### config.mk
export PLATFORM = sky130hd
export DESIGN_NAME = nac_alu
export DESIGN_NICKNAME = d
export VERILOG_FILES = /design/src/hw/nac_pkg.sv /design/src/hw/nac_alu.sv
export VERILOG_INCLUDE_DIRS = /design/src /design/src/hw
export SDC_FILE = /design/constraint.sdc
export NUM_CORES = 1
export LEC_CHECK = 0
export BUFFER_PORTS_ARGS = -buffer_cell sky130_fd_sc_hd__buf_4
export CAP_MARGIN = 5
export CORE_MARGIN = 5
export CORE_UTILIZATION = 57
export DETAILED_ROUTE_END_ITERATION = 16
export GPL_TIMING_DRIVEN = 0
export PLACE_DENSITY = 0.91
export SLEW_MARGIN = 25
export SYNTH_ARGS = -nofsm -noshare
export SYNTH_HDL_FRONTEND = slang
export SYNTH_SLANG_ARGS = --single-unit
### constraint.sdc
create_clock -name sys_clk_in -period 3.6 [get_ports sys_clk_in]
set_clock_uncertainty 0.05 [all_clocks]
set_input_delay 0.36 -clock sys_clk_in [delete_from_list [all_inputs] [get_ports sys_clk_in]]
set_output_delay 0.36 -clock sys_clk_in [all_outputs]
set_load 0.01 [all_outputs]
### src/hw/nac_defs.svh
`ifndef NAC_DEFS_SVH
`define NAC_DEFS_SVH

// ==========================================================
// widths
`define NAC_NIB_W        4
`define NAC_D_W          3
`define NAC_PAGE_W       7
`define NAC_ROM_W        10
`define NAC_ROM_ADDR_W   14
`define NAC_OPND_W       4

// ==========================================================
// field positions in a fetched rom word
`define NAC_ROM_HI_MSB   7
`define NAC_ROM_HI_LSB   4
`define NAC_ROM_LO_MSB   3
`define NAC_ROM_LO_LSB   0
`define NAC_ROM_UP_MSB   9
`define NAC_ROM_UP_LSB   8

// ==========================================================
// reset values
`define NAC_ACC_RST      4'h0
`define NAC_B_RST        4'h0
`define NAC_D_RST        3'h0
`define NAC_CARRY_RST    1'b0
`define NAC_WDATA_RST    4'h0
`define NAC_ROM_ADDR_RST 14'h0000

`endif

### src/hw/nac_pkg.sv
`include "nac_defs.svh"

package nac_pkg;

    // ==========================================================
    // operations issued by the sequencer
    typedef enum logic [3:0] {
        NAC_OP_NOP,
        NAC_OP_LOAD_IMM,
        NAC_OP_TABLE_FETCH,
        NAC_OP_ADD_MEM,
        NAC_OP_ADD_MEM_CARRY,
        NAC_OP_ADD_IMM,
        NAC_OP_AND,
        NAC_OP_OR,
        NAC_OP_SET_CARRY,
        NAC_OP_CLR_CARRY,
        NAC_OP_SKIP_CARRY_ZERO,
        NAC_OP_COMPLEMENT,
        NAC_OP_ROTATE_RIGHT,
        NAC_OP_BIT_SET,
        NAC_OP_BIT_CLEAR,
        NAC_OP_LOAD_D
    } nac_opcode_type;

    typedef enum logic [0:0] {
        NAC_ST_IDLE,
        NAC_ST_TABLE_WAIT
    } nac_fsm_type;

    typedef struct packed {
        nac_opcode_type               opcode;
        logic [`NAC_OPND_W-1:0]       operand;
        logic [`NAC_PAGE_W-1:0]       page;
    } nac_op_type;

    typedef struct packed {
        nac_fsm_type                  fsm;
        logic [`NAC_NIB_W-1:0]        acc;
        logic [`NAC_NIB_W-1:0]        reg_b;
        logic [`NAC_D_W-1:0]          reg_d;
        logic                         carry_flag;
        logic                         skip_pending;
        logic                         last_load_imm;
        logic                         ram_we;
        logic [`NAC_NIB_W-1:0]        ram_wdata;
        logic                         rom_rd;
        logic [`NAC_ROM_ADDR_W-1:0]   rom_addr;
        logic                         stack_push;
        logic                         stack_pop;
        logic                         busy;
        logic                         slot_skipped;
    } nac_state_type;

endpackage

### src/hw/nac_alu.sv
`timescale 1ns/1ps
`default_nettype none
`include "nac_defs.svh"

module nac_alu (
    input  wire logic                          sys_clk_in,
    input  wire logic                          rst_n_in,
    input  wire logic                          op_valid_in,
    input  wire nac_pkg::nac_op_type           op_in,
    input  wire logic                          upper_table_flag_in,
    input  wire logic [`NAC_NIB_W-1:0]         addressed_ram_nibble_in,
    input  wire logic [`NAC_ROM_W-1:0]         rom_data_in,
    output var  logic [`NAC_NIB_W-1:0]         acc_out,
    output var  logic [`NAC_NIB_W-1:0]         reg_b_out,
    output var  logic [`NAC_D_W-1:0]           table_pointer_bits_out,
    output var  logic                          carry_flag_out,
    output var  logic                          skip_next_out,
    output var  logic                          slot_skipped_out,
    output var  logic                          ram_we_out,
    output var  logic [`NAC_NIB_W-1:0]         ram_wdata_out,
    output var  logic                          rom_rd_out,
    output var  logic [`NAC_ROM_ADDR_W-1:0]    rom_addr_out,
    output var  logic                          return_stack_push_out,
    output var  logic                          return_stack_pop_out,
    output var  logic                          busy_out
);
    import nac_pkg::*;

    // ==========================================================
    // state
    nac_state_type s_reg;
    nac_state_type s_next;

    // ==========================================================
    // datapath helpers
    logic [`NAC_NIB_W:0]   sum_mem;
    logic [`NAC_NIB_W:0]   sum_mem_carry;
    logic [`NAC_NIB_W:0]   sum_imm;
    logic [`NAC_NIB_W-1:0] and_res;
    logic [`NAC_NIB_W-1:0] or_res;
    logic [`NAC_NIB_W-1:0] cmp_res;
    logic [`NAC_NIB_W-1:0] rot_acc;
    logic                  rot_carry;
    logic [`NAC_NIB_W-1:0] bit_mask;
    logic [`NAC_NIB_W-1:0] bit_set_data;
    logic [`NAC_NIB_W-1:0] bit_clr_data;
    logic [`NAC_NIB_W-1:0] rom_hi;
    logic [`NAC_NIB_W-1:0] rom_lo;
    logic [1:0]            rom_up;
    logic                  is_load_imm;
    logic                  take_slot;
    logic                  do_skip;

    // ==========================================================
    // adders
    // one adder per flavour, so no carry out leaks into another op
    always_comb begin
        sum_mem       = {1'b0, s_reg.acc} + {1'b0, addressed_ram_nibble_in};
        sum_mem_carry = sum_mem + {{`NAC_NIB_W{1'b0}}, s_reg.carry_flag};
        sum_imm       = {1'b0, s_reg.acc} + {1'b0, op_in.operand};
    end

    // ==========================================================
    // logic, complement and rotate results
    assign and_res   = s_reg.acc & addressed_ram_nibble_in;
    assign or_res    = s_reg.acc | addressed_ram_nibble_in;
    assign cmp_res   = ~s_reg.acc;
    // acc bit 0 drops into carry
    assign rot_acc   = {s_reg.carry_flag, s_reg.acc[`NAC_NIB_W-1:1]};
    assign rot_carry = s_reg.acc[0];

    // ==========================================================
    // bit select and write data
    // one select per nibble bit, so the other bits pass through untouched
    generate
        for (genvar gi = 0; gi < `NAC_NIB_W; gi++) begin : g_bit
            assign bit_mask[gi]     = (op_in.operand[1:0] == 2'(gi));
            assign bit_set_data[gi] = addressed_ram_nibble_in[gi] | bit_mask[gi];
            assign bit_clr_data[gi] = addressed_ram_nibble_in[gi] & ~bit_mask[gi];
        end
    endgenerate

    // ==========================================================
    // rom word fields
    // high nibble to b, low nibble to acc
    assign rom_hi = rom_data_in[`NAC_ROM_HI_MSB:`NAC_ROM_HI_LSB];
    assign rom_lo = rom_data_in[`NAC_ROM_LO_MSB:`NAC_ROM_LO_LSB];
    assign rom_up = rom_data_in[`NAC_ROM_UP_MSB:`NAC_ROM_UP_LSB];

    // ==========================================================
    // slot acceptance
    // new ops are refused while a table fetch is outstanding
    assign take_slot   = op_valid_in && (s_reg.fsm == NAC_ST_IDLE);
    assign is_load_imm = (op_in.opcode == NAC_OP_LOAD_IMM);
    assign do_skip     = s_reg.skip_pending || (is_load_imm && s_reg.last_load_imm);

    // ==========================================================
    // next state
    always_comb begin
        s_next            = s_reg;
        s_next.ram_we     = 1'b0;
        s_next.rom_rd     = 1'b0;
        s_next.stack_push = 1'b0;
        s_next.stack_pop  = 1'b0;
        s_next.slot_skipped = 1'b0;

        case (s_reg.fsm)
            NAC_ST_IDLE: begin
                if (take_slot) begin
                    // every slot clears a pending skip, and tracks load chains
                    s_next.skip_pending  = 1'b0;
                    s_next.last_load_imm = (op_in.opcode == NAC_OP_LOAD_IMM);
                    if (do_skip) begin
                        s_next.slot_skipped = 1'b1;
                    end else begin
                        case (op_in.opcode)
                            NAC_OP_NOP: begin
                                // nop only uses up the slot
                                s_next.acc = s_reg.acc;
                            end

                            NAC_OP_LOAD_IMM: begin
                                s_next.acc = op_in.operand;
                            end

                            NAC_OP_TABLE_FETCH: begin
                                s_next.rom_addr   = {op_in.page, s_reg.reg_d, s_reg.acc};
                                s_next.rom_rd     = 1'b1;
                                s_next.stack_push = 1'b1;
                                s_next.busy       = 1'b1;
                                s_next.fsm        = NAC_ST_TABLE_WAIT;
                            end

                            NAC_OP_ADD_MEM: begin
                                s_next.acc = sum_mem[`NAC_NIB_W-1:0];
                            end

                            NAC_OP_ADD_MEM_CARRY: begin
                                s_next.acc        = sum_mem_carry[`NAC_NIB_W-1:0];
                                s_next.carry_flag = sum_mem_carry[`NAC_NIB_W];
                            end

                            NAC_OP_ADD_IMM: begin
                                s_next.acc          = sum_imm[`NAC_NIB_W-1:0];
                                s_next.skip_pending = ~sum_imm[`NAC_NIB_W];
                            end

                            NAC_OP_AND: begin
                                s_next.acc = and_res;
                            end

                            NAC_OP_OR: begin
                                s_next.acc = or_res;
                            end

                            NAC_OP_SET_CARRY: begin
                                s_next.carry_flag = 1'b1;
                            end

                            NAC_OP_CLR_CARRY: begin
                                s_next.carry_flag = 1'b0;
                            end

                            NAC_OP_SKIP_CARRY_ZERO: begin
                                s_next.skip_pending = ~s_reg.carry_flag;
                            end

                            NAC_OP_COMPLEMENT: begin
                                s_next.acc = cmp_res;
                            end

                            NAC_OP_ROTATE_RIGHT: begin
                                s_next.acc        = rot_acc;
                                s_next.carry_flag = rot_carry;
                            end

                            NAC_OP_BIT_SET: begin
                                s_next.ram_wdata = bit_set_data;
                                s_next.ram_we    = 1'b1;
                            end

                            NAC_OP_BIT_CLEAR: begin
                                s_next.ram_wdata = bit_clr_data;
                                s_next.ram_we    = 1'b1;
                            end

                            NAC_OP_LOAD_D: begin
                                // d pointer load for later table fetches
                                s_next.reg_d = op_in.operand[`NAC_D_W-1:0];
                            end

                            default: begin
                                s_next.acc = s_reg.acc;
                            end
                        endcase
                    end
                end else begin
                    // no slot this cycle: pulses drop, all else holds
                    s_next.skip_pending = s_reg.skip_pending;
                end
            end
            NAC_ST_TABLE_WAIT: begin
                // rom answers in the same cycle as the read strobe
                // ops offered now are lost, so the sequencer must hold them
                // high and low nibbles
                s_next.reg_b = rom_hi;
                s_next.acc   = rom_lo;
                if (upper_table_flag_in) begin
                    s_next.reg_d = {1'b0, rom_up};
                end
                s_next.stack_pop = 1'b1;
                s_next.busy      = 1'b0;
                s_next.fsm       = NAC_ST_IDLE;
            end
            default: begin
                s_next.fsm  = NAC_ST_IDLE;
                s_next.busy = 1'b0;
            end
        endcase
    end

    // ==========================================================
    // registers
    // every field resets to a constant, never to an input
    always_ff @(posedge sys_clk_in or negedge rst_n_in) begin
        if (!rst_n_in) begin
            s_reg.fsm           <= NAC_ST_IDLE;
            s_reg.acc           <= `NAC_ACC_RST;
            s_reg.reg_b         <= `NAC_B_RST;
            s_reg.reg_d         <= `NAC_D_RST;
            s_reg.carry_flag    <= `NAC_CARRY_RST;
            s_reg.skip_pending  <= 1'b0;
            s_reg.last_load_imm <= 1'b0;
            s_reg.ram_we        <= 1'b0;
            s_reg.ram_wdata     <= `NAC_WDATA_RST;
            s_reg.rom_rd        <= 1'b0;
            s_reg.rom_addr      <= `NAC_ROM_ADDR_RST;
            s_reg.stack_push    <= 1'b0;
            s_reg.stack_pop     <= 1'b0;
            s_reg.busy          <= 1'b0;
            s_reg.slot_skipped  <= 1'b0;
        end else begin
            s_reg <= s_next;
        end
    end

    // ==========================================================
    // outputs straight from state
    assign acc_out                = s_reg.acc;
    assign reg_b_out              = s_reg.reg_b;
    assign table_pointer_bits_out = s_reg.reg_d;
    assign carry_flag_out         = s_reg.carry_flag;
    assign skip_next_out          = s_reg.skip_pending;
    assign slot_skipped_out       = s_reg.slot_skipped;
    assign ram_we_out             = s_reg.ram_we;
    assign ram_wdata_out          = s_reg.ram_wdata;
    assign rom_rd_out             = s_reg.rom_rd;
    assign rom_addr_out           = s_reg.rom_addr;
    assign return_stack_push_out  = s_reg.stack_push;
    assign return_stack_pop_out   = s_reg.stack_pop;
    assign busy_out               = s_reg.busy;

endmodule
`default_nettype wire

## After elaboration in Yosys (flattened, before gate mapping)

Cells that the tools add are included.

| storage, ports and cells | value |
|---|---|
| flip-flop bits (word level) | 39 |
| input port bits | 33 |
| output and inout bits | 37 |

| cells by class | value |
|---|---|
| $add $sub $neg | 3 |
| eq/ne operators | 24 |
| muxes and demuxes | 24 |
| bitwise gates (word level) | 19 |
| reduce and logical (&&, ||, !) cells | 13 |

Operator list:

| operator | count |
|---|---|
| $mux 21 | 3 |
| $eq 4x4->1 const B | 8 |
| $pmux 4 s8 | 1 |
| $pmux 5 s2 | 2 |
| $eq 4x3->1 const B | 4 |
| $mux 16 | 1 |
| $reduce_and 4->1 | 4 |
| $mux 5 | 3 |
| $add 4x4->5 | 2 |
| $ne 9x2->1 const B | 1 |
| $eq 4x2->1 const B | 2 |
| $not 1->1 | 8 |
| $mux 1 | 6 |
| $mux 3 | 2 |
| $ne 2x2->1 const B | 3 |
| $pmux 3 s2 | 1 |
| $reduce_and 3->1 | 2 |
| $add 5x1->5 | 1 |
| $and 1x1->1 | 4 |
| $and 4x4->4 | 1 |
| $eq 2x2->1 const B | 2 |
| $eq 4x1->1 const B | 1 |
| $mux 4 | 1 |
| $ne 2x1->1 const B | 2 |
| 13 further kinds | 18 |

## Depth between registers and ports, before layout

Gate-level depths: netlist (run 1).

| depth | value |
|---|---|
| depth after elaboration | 7 |
| gate-level depth with buffers | 9 |
| depth with buffers taken out | 9 |

## Least setup slack after synthesis (run 1)

Ideal clock, no wire load.

| timing path | value |
|---|---|
| path type | register to register |
| start point | reg s_reg (netlist bit acc_out[0]) |
| end point | reg s_reg (netlist bit acc_out[1]) |
| library setup time | 126 ps |
| arrival | 2,115 ps |
| data required time | 3,424 ps |
| setup slack | 1,309 ps |
| stages on the path, launching flop included | 9 |
| buffers on the path | 0 |
| period minus slack after synthesis | 2,291 ps |
| path through | dfrtp_1 ha_1 fa_1 ha_1 nand3_1 a21oi_1 nor4_1 a21oi_1 o32a_1 |

| between the ends | value |
|---|---|
| word-level cells in the longest chain between the ends | 6 |
| elaborated cells between the ends (all ways) | 7 |

RTL lines:

| element | RTL line | RTL |
|---|---|---|
| start, declared | nac_alu.sv:31 | `nac_state_type s_reg;` |
| start signal, assigned | nac_alu.sv:243 | `s_reg <= s_next;` |
| $add 4x4->5 | nac_alu.sv:58 | `sum_mem = {1'b0, s_reg.acc} + {1'b0, addressed_ram_nibble_in};` |
| $add 5x1->5 | nac_alu.sv:59 | `` sum_mem_carry = sum_mem + {{`NAC_NIB_W{1'b0}}, s_reg.carry_flag}; `` |
| $pmux 4 s8 * | nac_alu.sv:116 | `case (op_in.opcode)` |
| $mux 5 * | nac_alu.sv:113 | `if (do_skip) begin` |
| $mux 5 * | nac_alu.sv:109 | `if (take_slot) begin` |
| $pmux 5 s2 * | nac_alu.sv:107 | `case (s_reg.fsm)` |

Every way passes the cells marked *; elsewhere a longest branch is shown, timed or not. The select of a mux whose other input is x is not followed.
A chain may end at the register's enable or synchronous reset.

## Final worst setup path (run 1)

Ends and elaborated chain as after synthesis.

==> results of run 1 <==
-- worst paths after layout --
| kind | start | end | slack, ps | depth (start not counted) |
|---|---|---|---|---|
| max | acc_out[0]$_DFFE_PN0P_ | acc_out[1]$_DFFE_PN0P_ | 900 | 8 |
| min | rom_data_in[3] | acc_out[3]$_DFFE_PN0P_ | 230 | 3 |
| max reg2reg | acc_out[0]$_DFFE_PN0P_ | acc_out[1]$_DFFE_PN0P_ | 900 | 8 |
| min reg2reg | s_reg[38]$_DFF_PN0_ | return_stack_pop_out$_DFF_PN0_ | 460 | 0 |
| max in group asynchronous | rst_n_in | ram_wdata_out[1]$_DFFE_PN0P_ | 2640 | 2 |
| min in group asynchronous | rst_n_in | rom_addr_out[9]$_DFFE_PN0P_ | 520 | 2 |
-- through the flow --
step	instance area [um^2]	total power, mW	util (%)
2_1_floorplan	2610	1.06	-
5_1_grt	3330	1.84	75.3
3_5_place_dp	3200	1.36	72.4
4_1_cts	3330	1.74	75.3
6_report	3330	1.73	75.3
3_3_place_gp	3200	1.33	72.4
-- routing by layer --
layer  share of wire (%)  track usage (%)  up-vias
met4                 2.4             9.45        0
li1                    -                -     1068
met3                 7.4             4.63       18
met5                   0                0        -
met1                  39             30.0     1119
met2                  51             39.7      101
-- report_power, final --
group,total [mW],switching (mW),internal [mW]
registers,0.603,0.0890,0.514
clock network,0.372,0.147,0.225
logic,0.751,0.327,0.424
total,1.73,0.563,1.16
-- final cells by class --
| class | instances | area, um^2 |
|---|---|---|
| clock inverters | 2 | 37.5 |
| clock buffers | 6 | 82.6 |
| multi-input cells | 175 | 1340 |
| inverters | 12 | 45.0 |
| well taps | 52 | 65.1 |
| fillers | 303 | 1090 |
| flip-flops and latches | 37 | 926 |
| repair buffers | 70 | 528 |
| plain buffers | 41 | 305 |
-- kinds of logic after synthesis --
family,count (synthesis),synth area share [%]
AND/OR/NAND/NOR,65,14.8
AO/OA/AOI/OAI,68,17.6
buffers and inverters,53,13.4
XOR/XNOR,6,2.01
multiplexers,20,8.52
flip-flops,37,35.4
adder cells (fa/ha/maj),16,8.24
-- synth_stat cells (2+ instances only) --
library cell	number
nand2b_1	4
a21o_1	4
o21ai_0	17
o211ai_1	2
mux2i_1	2
ha_1	14
nor2_1	13
nand2_1	17
a22o_1	2
o21a_1	2
buf_6	2
nand3_1	5
a21oi_1	17
o221ai_1	2
mux2_2	18
nor4_4	2
and2_1	2
dfrtp_1	37
fa_1	2
buf_4	30
clkbuf_8	2
o32a_1	3
a22oi_1	3
inv_1	12
nor2b_1	4
xor2_1	6
buf_2	2
and2b_2	2
nor3_1	2
clkbuf_1	4
a2bb2oi_1	2
a211oi_1	2
a2111oi_0	2
a31oi_1	2
or2_2	2
nand3b_1	5
nor4_1	2
-- critical path, delay by kind of cell, from the launching register on --
kind | cells | cell delay, ps
AOI/OAI and AO/OA | 3 | 510
and+or+nand+nor | 2 | 480
adders and majority gates | 3 | 1060
DFF | 1 | 500
-- placed cells by master, fill, tap and decap left out, types with 3 or more instances in the layout --
| cell type | n |
|---|---|
| inv_1 | 12 |
| a21oi_1 | 17 |
| a22oi_1 | 3 |
| nor2b_1 | 4 |
| nand2_1 | 17 |
| xor2_1 | 6 |
| o21ai_0 | 17 |
| buf_4 | 99 |
| mux2_2 | 18 |
| clkbuf_8 | 8 |
| a21o_1 | 4 |
| o32a_1 | 3 |
| nand3b_1 | 5 |
| nand2b_1 | 4 |
| nand3_1 | 5 |
| clkbuf_1 | 4 |
| dfrtp_1 | 37 |
| nor2_1 | 13 |
| ha_1 | 14 |
==> key figures, run 1 <==
Setup path
  • Critical path cell sequence: ha_1 > fa_1 > ha_1 > nand3_1 > a21oi_1 > nor4_1 > a21oi_1 > o32a_1
  • CP Class: flop to flop
  • Crit path DAT: 2830 ps
  • Critical path capture point type: flop
  • CP max stage cell: dfrtp_1
  • Worst path max stage delay: 500 ps
  • Critical path startpoint category: flop
  • Worst path required time: 3730 ps
  • CP Max Fanout: 7

Yosys
  • Syn_nets: 314
  • Synth Register Bits: 37
  • Synth top area share: 35.4%
  • Syn. warnings: 0
  • Number of enable flip-flop cells after synthesis: 0
  • Post-synthesis cell type count: 51
  • Asr flop ratio synth: 100%
  • Average cell area after synthesis: 9.86 um^2
  • Ys flop type: dfrtp_1
  • Area leader, netlist: dfrtp_1
  • Mapped cell area: 2610 um^2
  • Synth top area cells: dfrtp_1, buf_4, mux2_2, ha_1, a21oi_1
  • Seq/Total Area, Yosys: 35.4%
  • Mapped Cells: 265

STA
  • Worst slew margin: 60.2%
  • Max Slew Vio Count: 0
  • Final hold vios: 0
  • Hold_ws: 228 ps
  • Worst-margin pin slew: 592 ps
  • Maximum clock rate: 0.370 GHz
  • Period minus WS final: 2700 ps
  • Period utilization: 75.0%
  • Final setup viols: 0
  • RSZ-0062 raised after global routing: false
  • Setup_tns: 0 ps
  • Final Worst Setup Slack: 898 ps

Die
  • Die W: 77.7 um
  • Top Ports: 70
  • Core ar.: 4410 um^2
  • Die area: 6040 um^2
  • Die Y: 77.7 um
  • Initial core utilization: 59.2%
  • Row count: 24

Placement
  • Worst slack, placed: 962 ps
  • Port Buffer Count: 69
  • Final GP Congestion: 0.951
  • Placed cell count: 386
  • Hpwl dp: 5.29 mm

Cells and area
  • Nets: 391
  • Max reg flops: 14
  • Antenna fix cells: 0
  • Share of layout cells above drive strength 1: 41.7%
  • Non-filler cells, final: 395
  • Layout area overhead: 27.3%

Clocking
  • Hold-fix buffers, CTS: 1
  • Root buffer cell: clkbuf_8
  • CTS H-tree depth: 2
  • Sinks on Clock Net: 37
  • CTS resizes: 0
  • Skew-Pair Late Insertion Delay: 290 ps
  • Clock transition at path regs: 80 ps
  • CTS max path bufs: 2
  • Number of CTS-inserted buffers: 5
  • CTS tree: yes
  • Post-CTS setup buffer count: 0

Global route
  • Largest net degree at the start of global routing: 38
  • Initial antenna violation count: 0
  • Vias in the first global route: 2280
  • Grt ovf: 0
  • First-pass GRT wire length: 11.3 mm
  • Global Route Usage Sum: 23.7%

Routing
  • Routed WL: 7.00 mm
  • Final ANT Viol Nets: 0
  • # DRC: 0
  • Iter 0 DRT Violations: 97
  • Number of vias per cell: 5.84
  • Routed vias: 2306
  • Drt pass-1 iters: 5
  • DR WL/cell: 17.7 um

Min path
  • HP Class: primary input to flop

Power and ir drop
  • Leak Pwr: 1.62 nW
  • Peak VDD IR: 329 uV
  • Power Dens Cells: 519 nW/um^2

Run
  • Max-Cap Viols: 0

Run status
  • Status: finished, final reports clean
Note: power is estimated with default switching activity, not from simulation.
==> run 2: changes to the inputs <==
CORE_UTILIZATION = 53   (was 57)
PLACE_DENSITY = 0.85   (was 0.91)
clock period = 2.63 ns   (was 3.6 ns; I/O delays follow)
==> run 2 against run 1 <==
Net effect: worst setup slack worse by 770 ps; hold slack worse by 100 ps; largest power group unchanged; register-to-register slack worse by 770 ps; routed wire length down 5.7%; fmax up 8.1%; first-iteration DRC count up 41%; global-route usage down 2.4 points; sequential power up 35%; total power up 42%; clock-buffer cell count down 1; flip-flop and latch count unchanged.
==> key figures, run 2 (synthesized netlist as in run 1, its figures left out) <==
Run status
  • Status: finished, final reports clean

Clocking
  • CTS H-tree depth: 2 (unchanged)
  • Number of CTS-inserted buffers: 5 (unchanged)
  • CTS max path bufs: 2 (unchanged)
  • Skew-Pair Late Insertion Delay: 300 ps (about the same)
  • Clock transition at path regs: 90 ps (about the same)
  • Sinks on Clock Net: 37 (unchanged)
  • Root buffer cell: clkbuf_8
  • CTS tree: yes

Placement
  • Hpwl dp: 5.09 mm (-3.8%)
  • Final GP Congestion: 0.957 (+0.59%)
  • Port Buffer Count: 69 (unchanged)
  • Placed cell area: 3210 um^2 (+0.59%)
  • Placed cell count: 401 (+3.9%)

Cells and area
  • Nets: 392 (+0.26%)
  • Max reg flops: 14 (unchanged)
  • Commonest non-fill, non-tap cell in the layout: buf_4
  • Antenna fix cells: 0 (unchanged)
  • Non-filler cells, final: 411 (+4.1%)
  • Final Instance Area: 3380 um^2 (+1.5%)
  • Commonest cells after routing, fill and taps aside: buf_4, dfrtp_1, mux2_2
  • Layout area overhead: 29.3%
  • Share of layout cells above drive strength 1: 42.4% (+0.75 points)
  • Core Util, Final: 71.0% (-4.3 points)

Global route
  • Global Route Usage Sum: 21.3% (-2.4 points)
  • First-pass GRT wire length: 10.6 mm (-6.3%)
  • Initial antenna violation count: 0 (unchanged)
  • Grt ovf: 0 (unchanged)
  • Vias in the first global route: 2228 (-2.3%)
  • Largest net degree at the start of global routing: 38 (unchanged)

Die
  • Top Ports: 70 (unchanged)
  • Core ar.: 4750 um^2 (+7.7%)
  • Row count: 25 (+4.2%)
  • Die area: 6430 um^2 (+6.6%)
  • Die W: 80.2 um (+3.2%)
  • Die Y: 80.2 um (+3.2%)
  • Initial core utilization: 54.9% (-4.2 points)

STA
  • Period utilization: 95.1% (+20 points)
  • Worst slew margin: 60.8% (+0.53 points)
  • RSZ-0062 raised after global routing: false
  • Period minus WS final: 2500 ps (-202 ps)
  • Max Slew Vio Count: 0 (unchanged)
  • Setup_tns: 0 ps (unchanged)
  • Final setup viols: 0 (unchanged)
  • Worst-margin pin slew: 574 ps (-18.3 ps)
  • Final hold vios: 0 (unchanged)
  • Maximum clock rate: 0.400 GHz (+8.1%)

Routing
  • DR WL/cell: 16.1 um (-9.4%)
  • # DRC: 0 (unchanged)
  • Final ANT Viol Nets: 0 (unchanged)
  • Routed WL: 6.60 mm (-5.7%)
  • Iter 0 DRT Violations: 137 (+41%)
  • Drt pass-1 iters: 4 (-1)
  • Routed vias: 2224 (-3.6%)
  • Number of vias per cell: 5.41 (-7.3%)

Power and ir drop
  • P_sw: 774 uW (+37%)
  • Clock Power Share: 24.8% (+3.2 points)
  • Cell internal pwr: 1.67 mW (+44%)
  • Sequential share of power: 33.2% (-1.7 points)
  • Leak Pwr: 1.63 nW (+1.0%)
  • Power Dens Cells: 724 nW/um^2 (+40%)
  • Logic pwr share: 42.0% (-1.5 points)
  • Total chip power: 2.45 mW (+42%)
  • Sw Share: 31.6% (-0.98 points)
  • Peak VDD IR: 417 uV (+27%)

Run
  • Max-Cap Viols: 0 (unchanged)

Setup path
  • CP Max Fanout: 6 (-1)
  • Critical path startpoint category: flop
  • Critical path capture point type: flop
  • Worst path required time: 2770 ps (-960 ps)
  • Crit path DAT: 2640 ps (-190 ps)
  • CP Class: flop to flop

Min path
  • HP Class: primary input to flop
## run 2: power by group through the flow
stage | Sequential, mW | Combinational, mW | Clock [mW]
global route | 0.835 | 1.13 | 0.630
detailed placement | 0.826 | 1.02 | 0
finish | 0.813 | 1.03 | 0.606
CTS | 0.815 | 1.03 | 0.611
floorplan | 0.797 | 0.647 | 0
global placement | 0.820 | 0.993 | 0
## run 2: stage by stage
| stage | hold slack [ps] | worst slack, ps |
|---|---|---|
| global route | 132 | 1.25 |
| CTS | 124 | 39.4 |
| floorplan | -82.6 | 339 |
| global placement | 200 | 29.7 |
| finish | 128 | 130 |
| detailed placement | 208 | 60.5 |
## run 2: worst max-delay path, stage by stage, from the launching register on
cell and delay, ps:
dfrtp_2 460, ha_1 240, fa_1 500, ha_1 320, nand3_1 90, a21oi_1 80, nor4_2 260, a21oi_1 100
o32a_1 290
## run 2: final cells by class
type	count	area (um^2)
inverters	12	45.0
multi-input cells	175	1340
clock inverters	3	68.8
plain buffers	41	305
flip-flops and latches	37	927
clock buffers	5	68.8
well taps	67	83.8
repair buffers	71	536
fillers	374	1380
## run 2: layer usage
layer | GRT usage [%] | vias up | routed length [um]
met5 | 0 | - | 0
met4 | 6.93 | 0 | 129
met3 | 3.59 | 12 | 407
met2 | 37.1 | 82 | 3350
met1 | 26.8 | 1060 | 2710
li1 | - | 1070 | -
## run 2: path summary, 6_finish.rpt
path / depth (start not counted) / slack (ps) / to / from
worst max-delay path: 8 / 130 / acc_out[1]$_DFFE_PN0P_ / acc_out[0]$_DFFE_PN0P_
worst max register to register: 8 / 130 / acc_out[1]$_DFFE_PN0P_ / acc_out[0]$_DFFE_PN0P_
worst min-delay path: 3 / 130 / acc_out[3]$_DFFE_PN0P_ / rom_data_in[3]
worst min register to register: 1 / 440 / busy_out$_DFFE_PN0P_ / busy_out$_DFFE_PN0P_
max in group asynchronous: 2 / 1770 / acc_out[0]$_DFFE_PN0P_ / rst_n_in
min in group asynchronous: 2 / 410 / table_pointer_bits_out[1]$_DFFE_PN0P_ / rst_n_in
## run 2: timing repair
item | 4_1_cts | 5_1_grt
gates resized for setup | 0 | 2
endpoints found under the setup margin | 0 | 1
hold buffers | 1 | 0
hold endpoints to repair | 37 | 0
setup buffers | 0 | 1
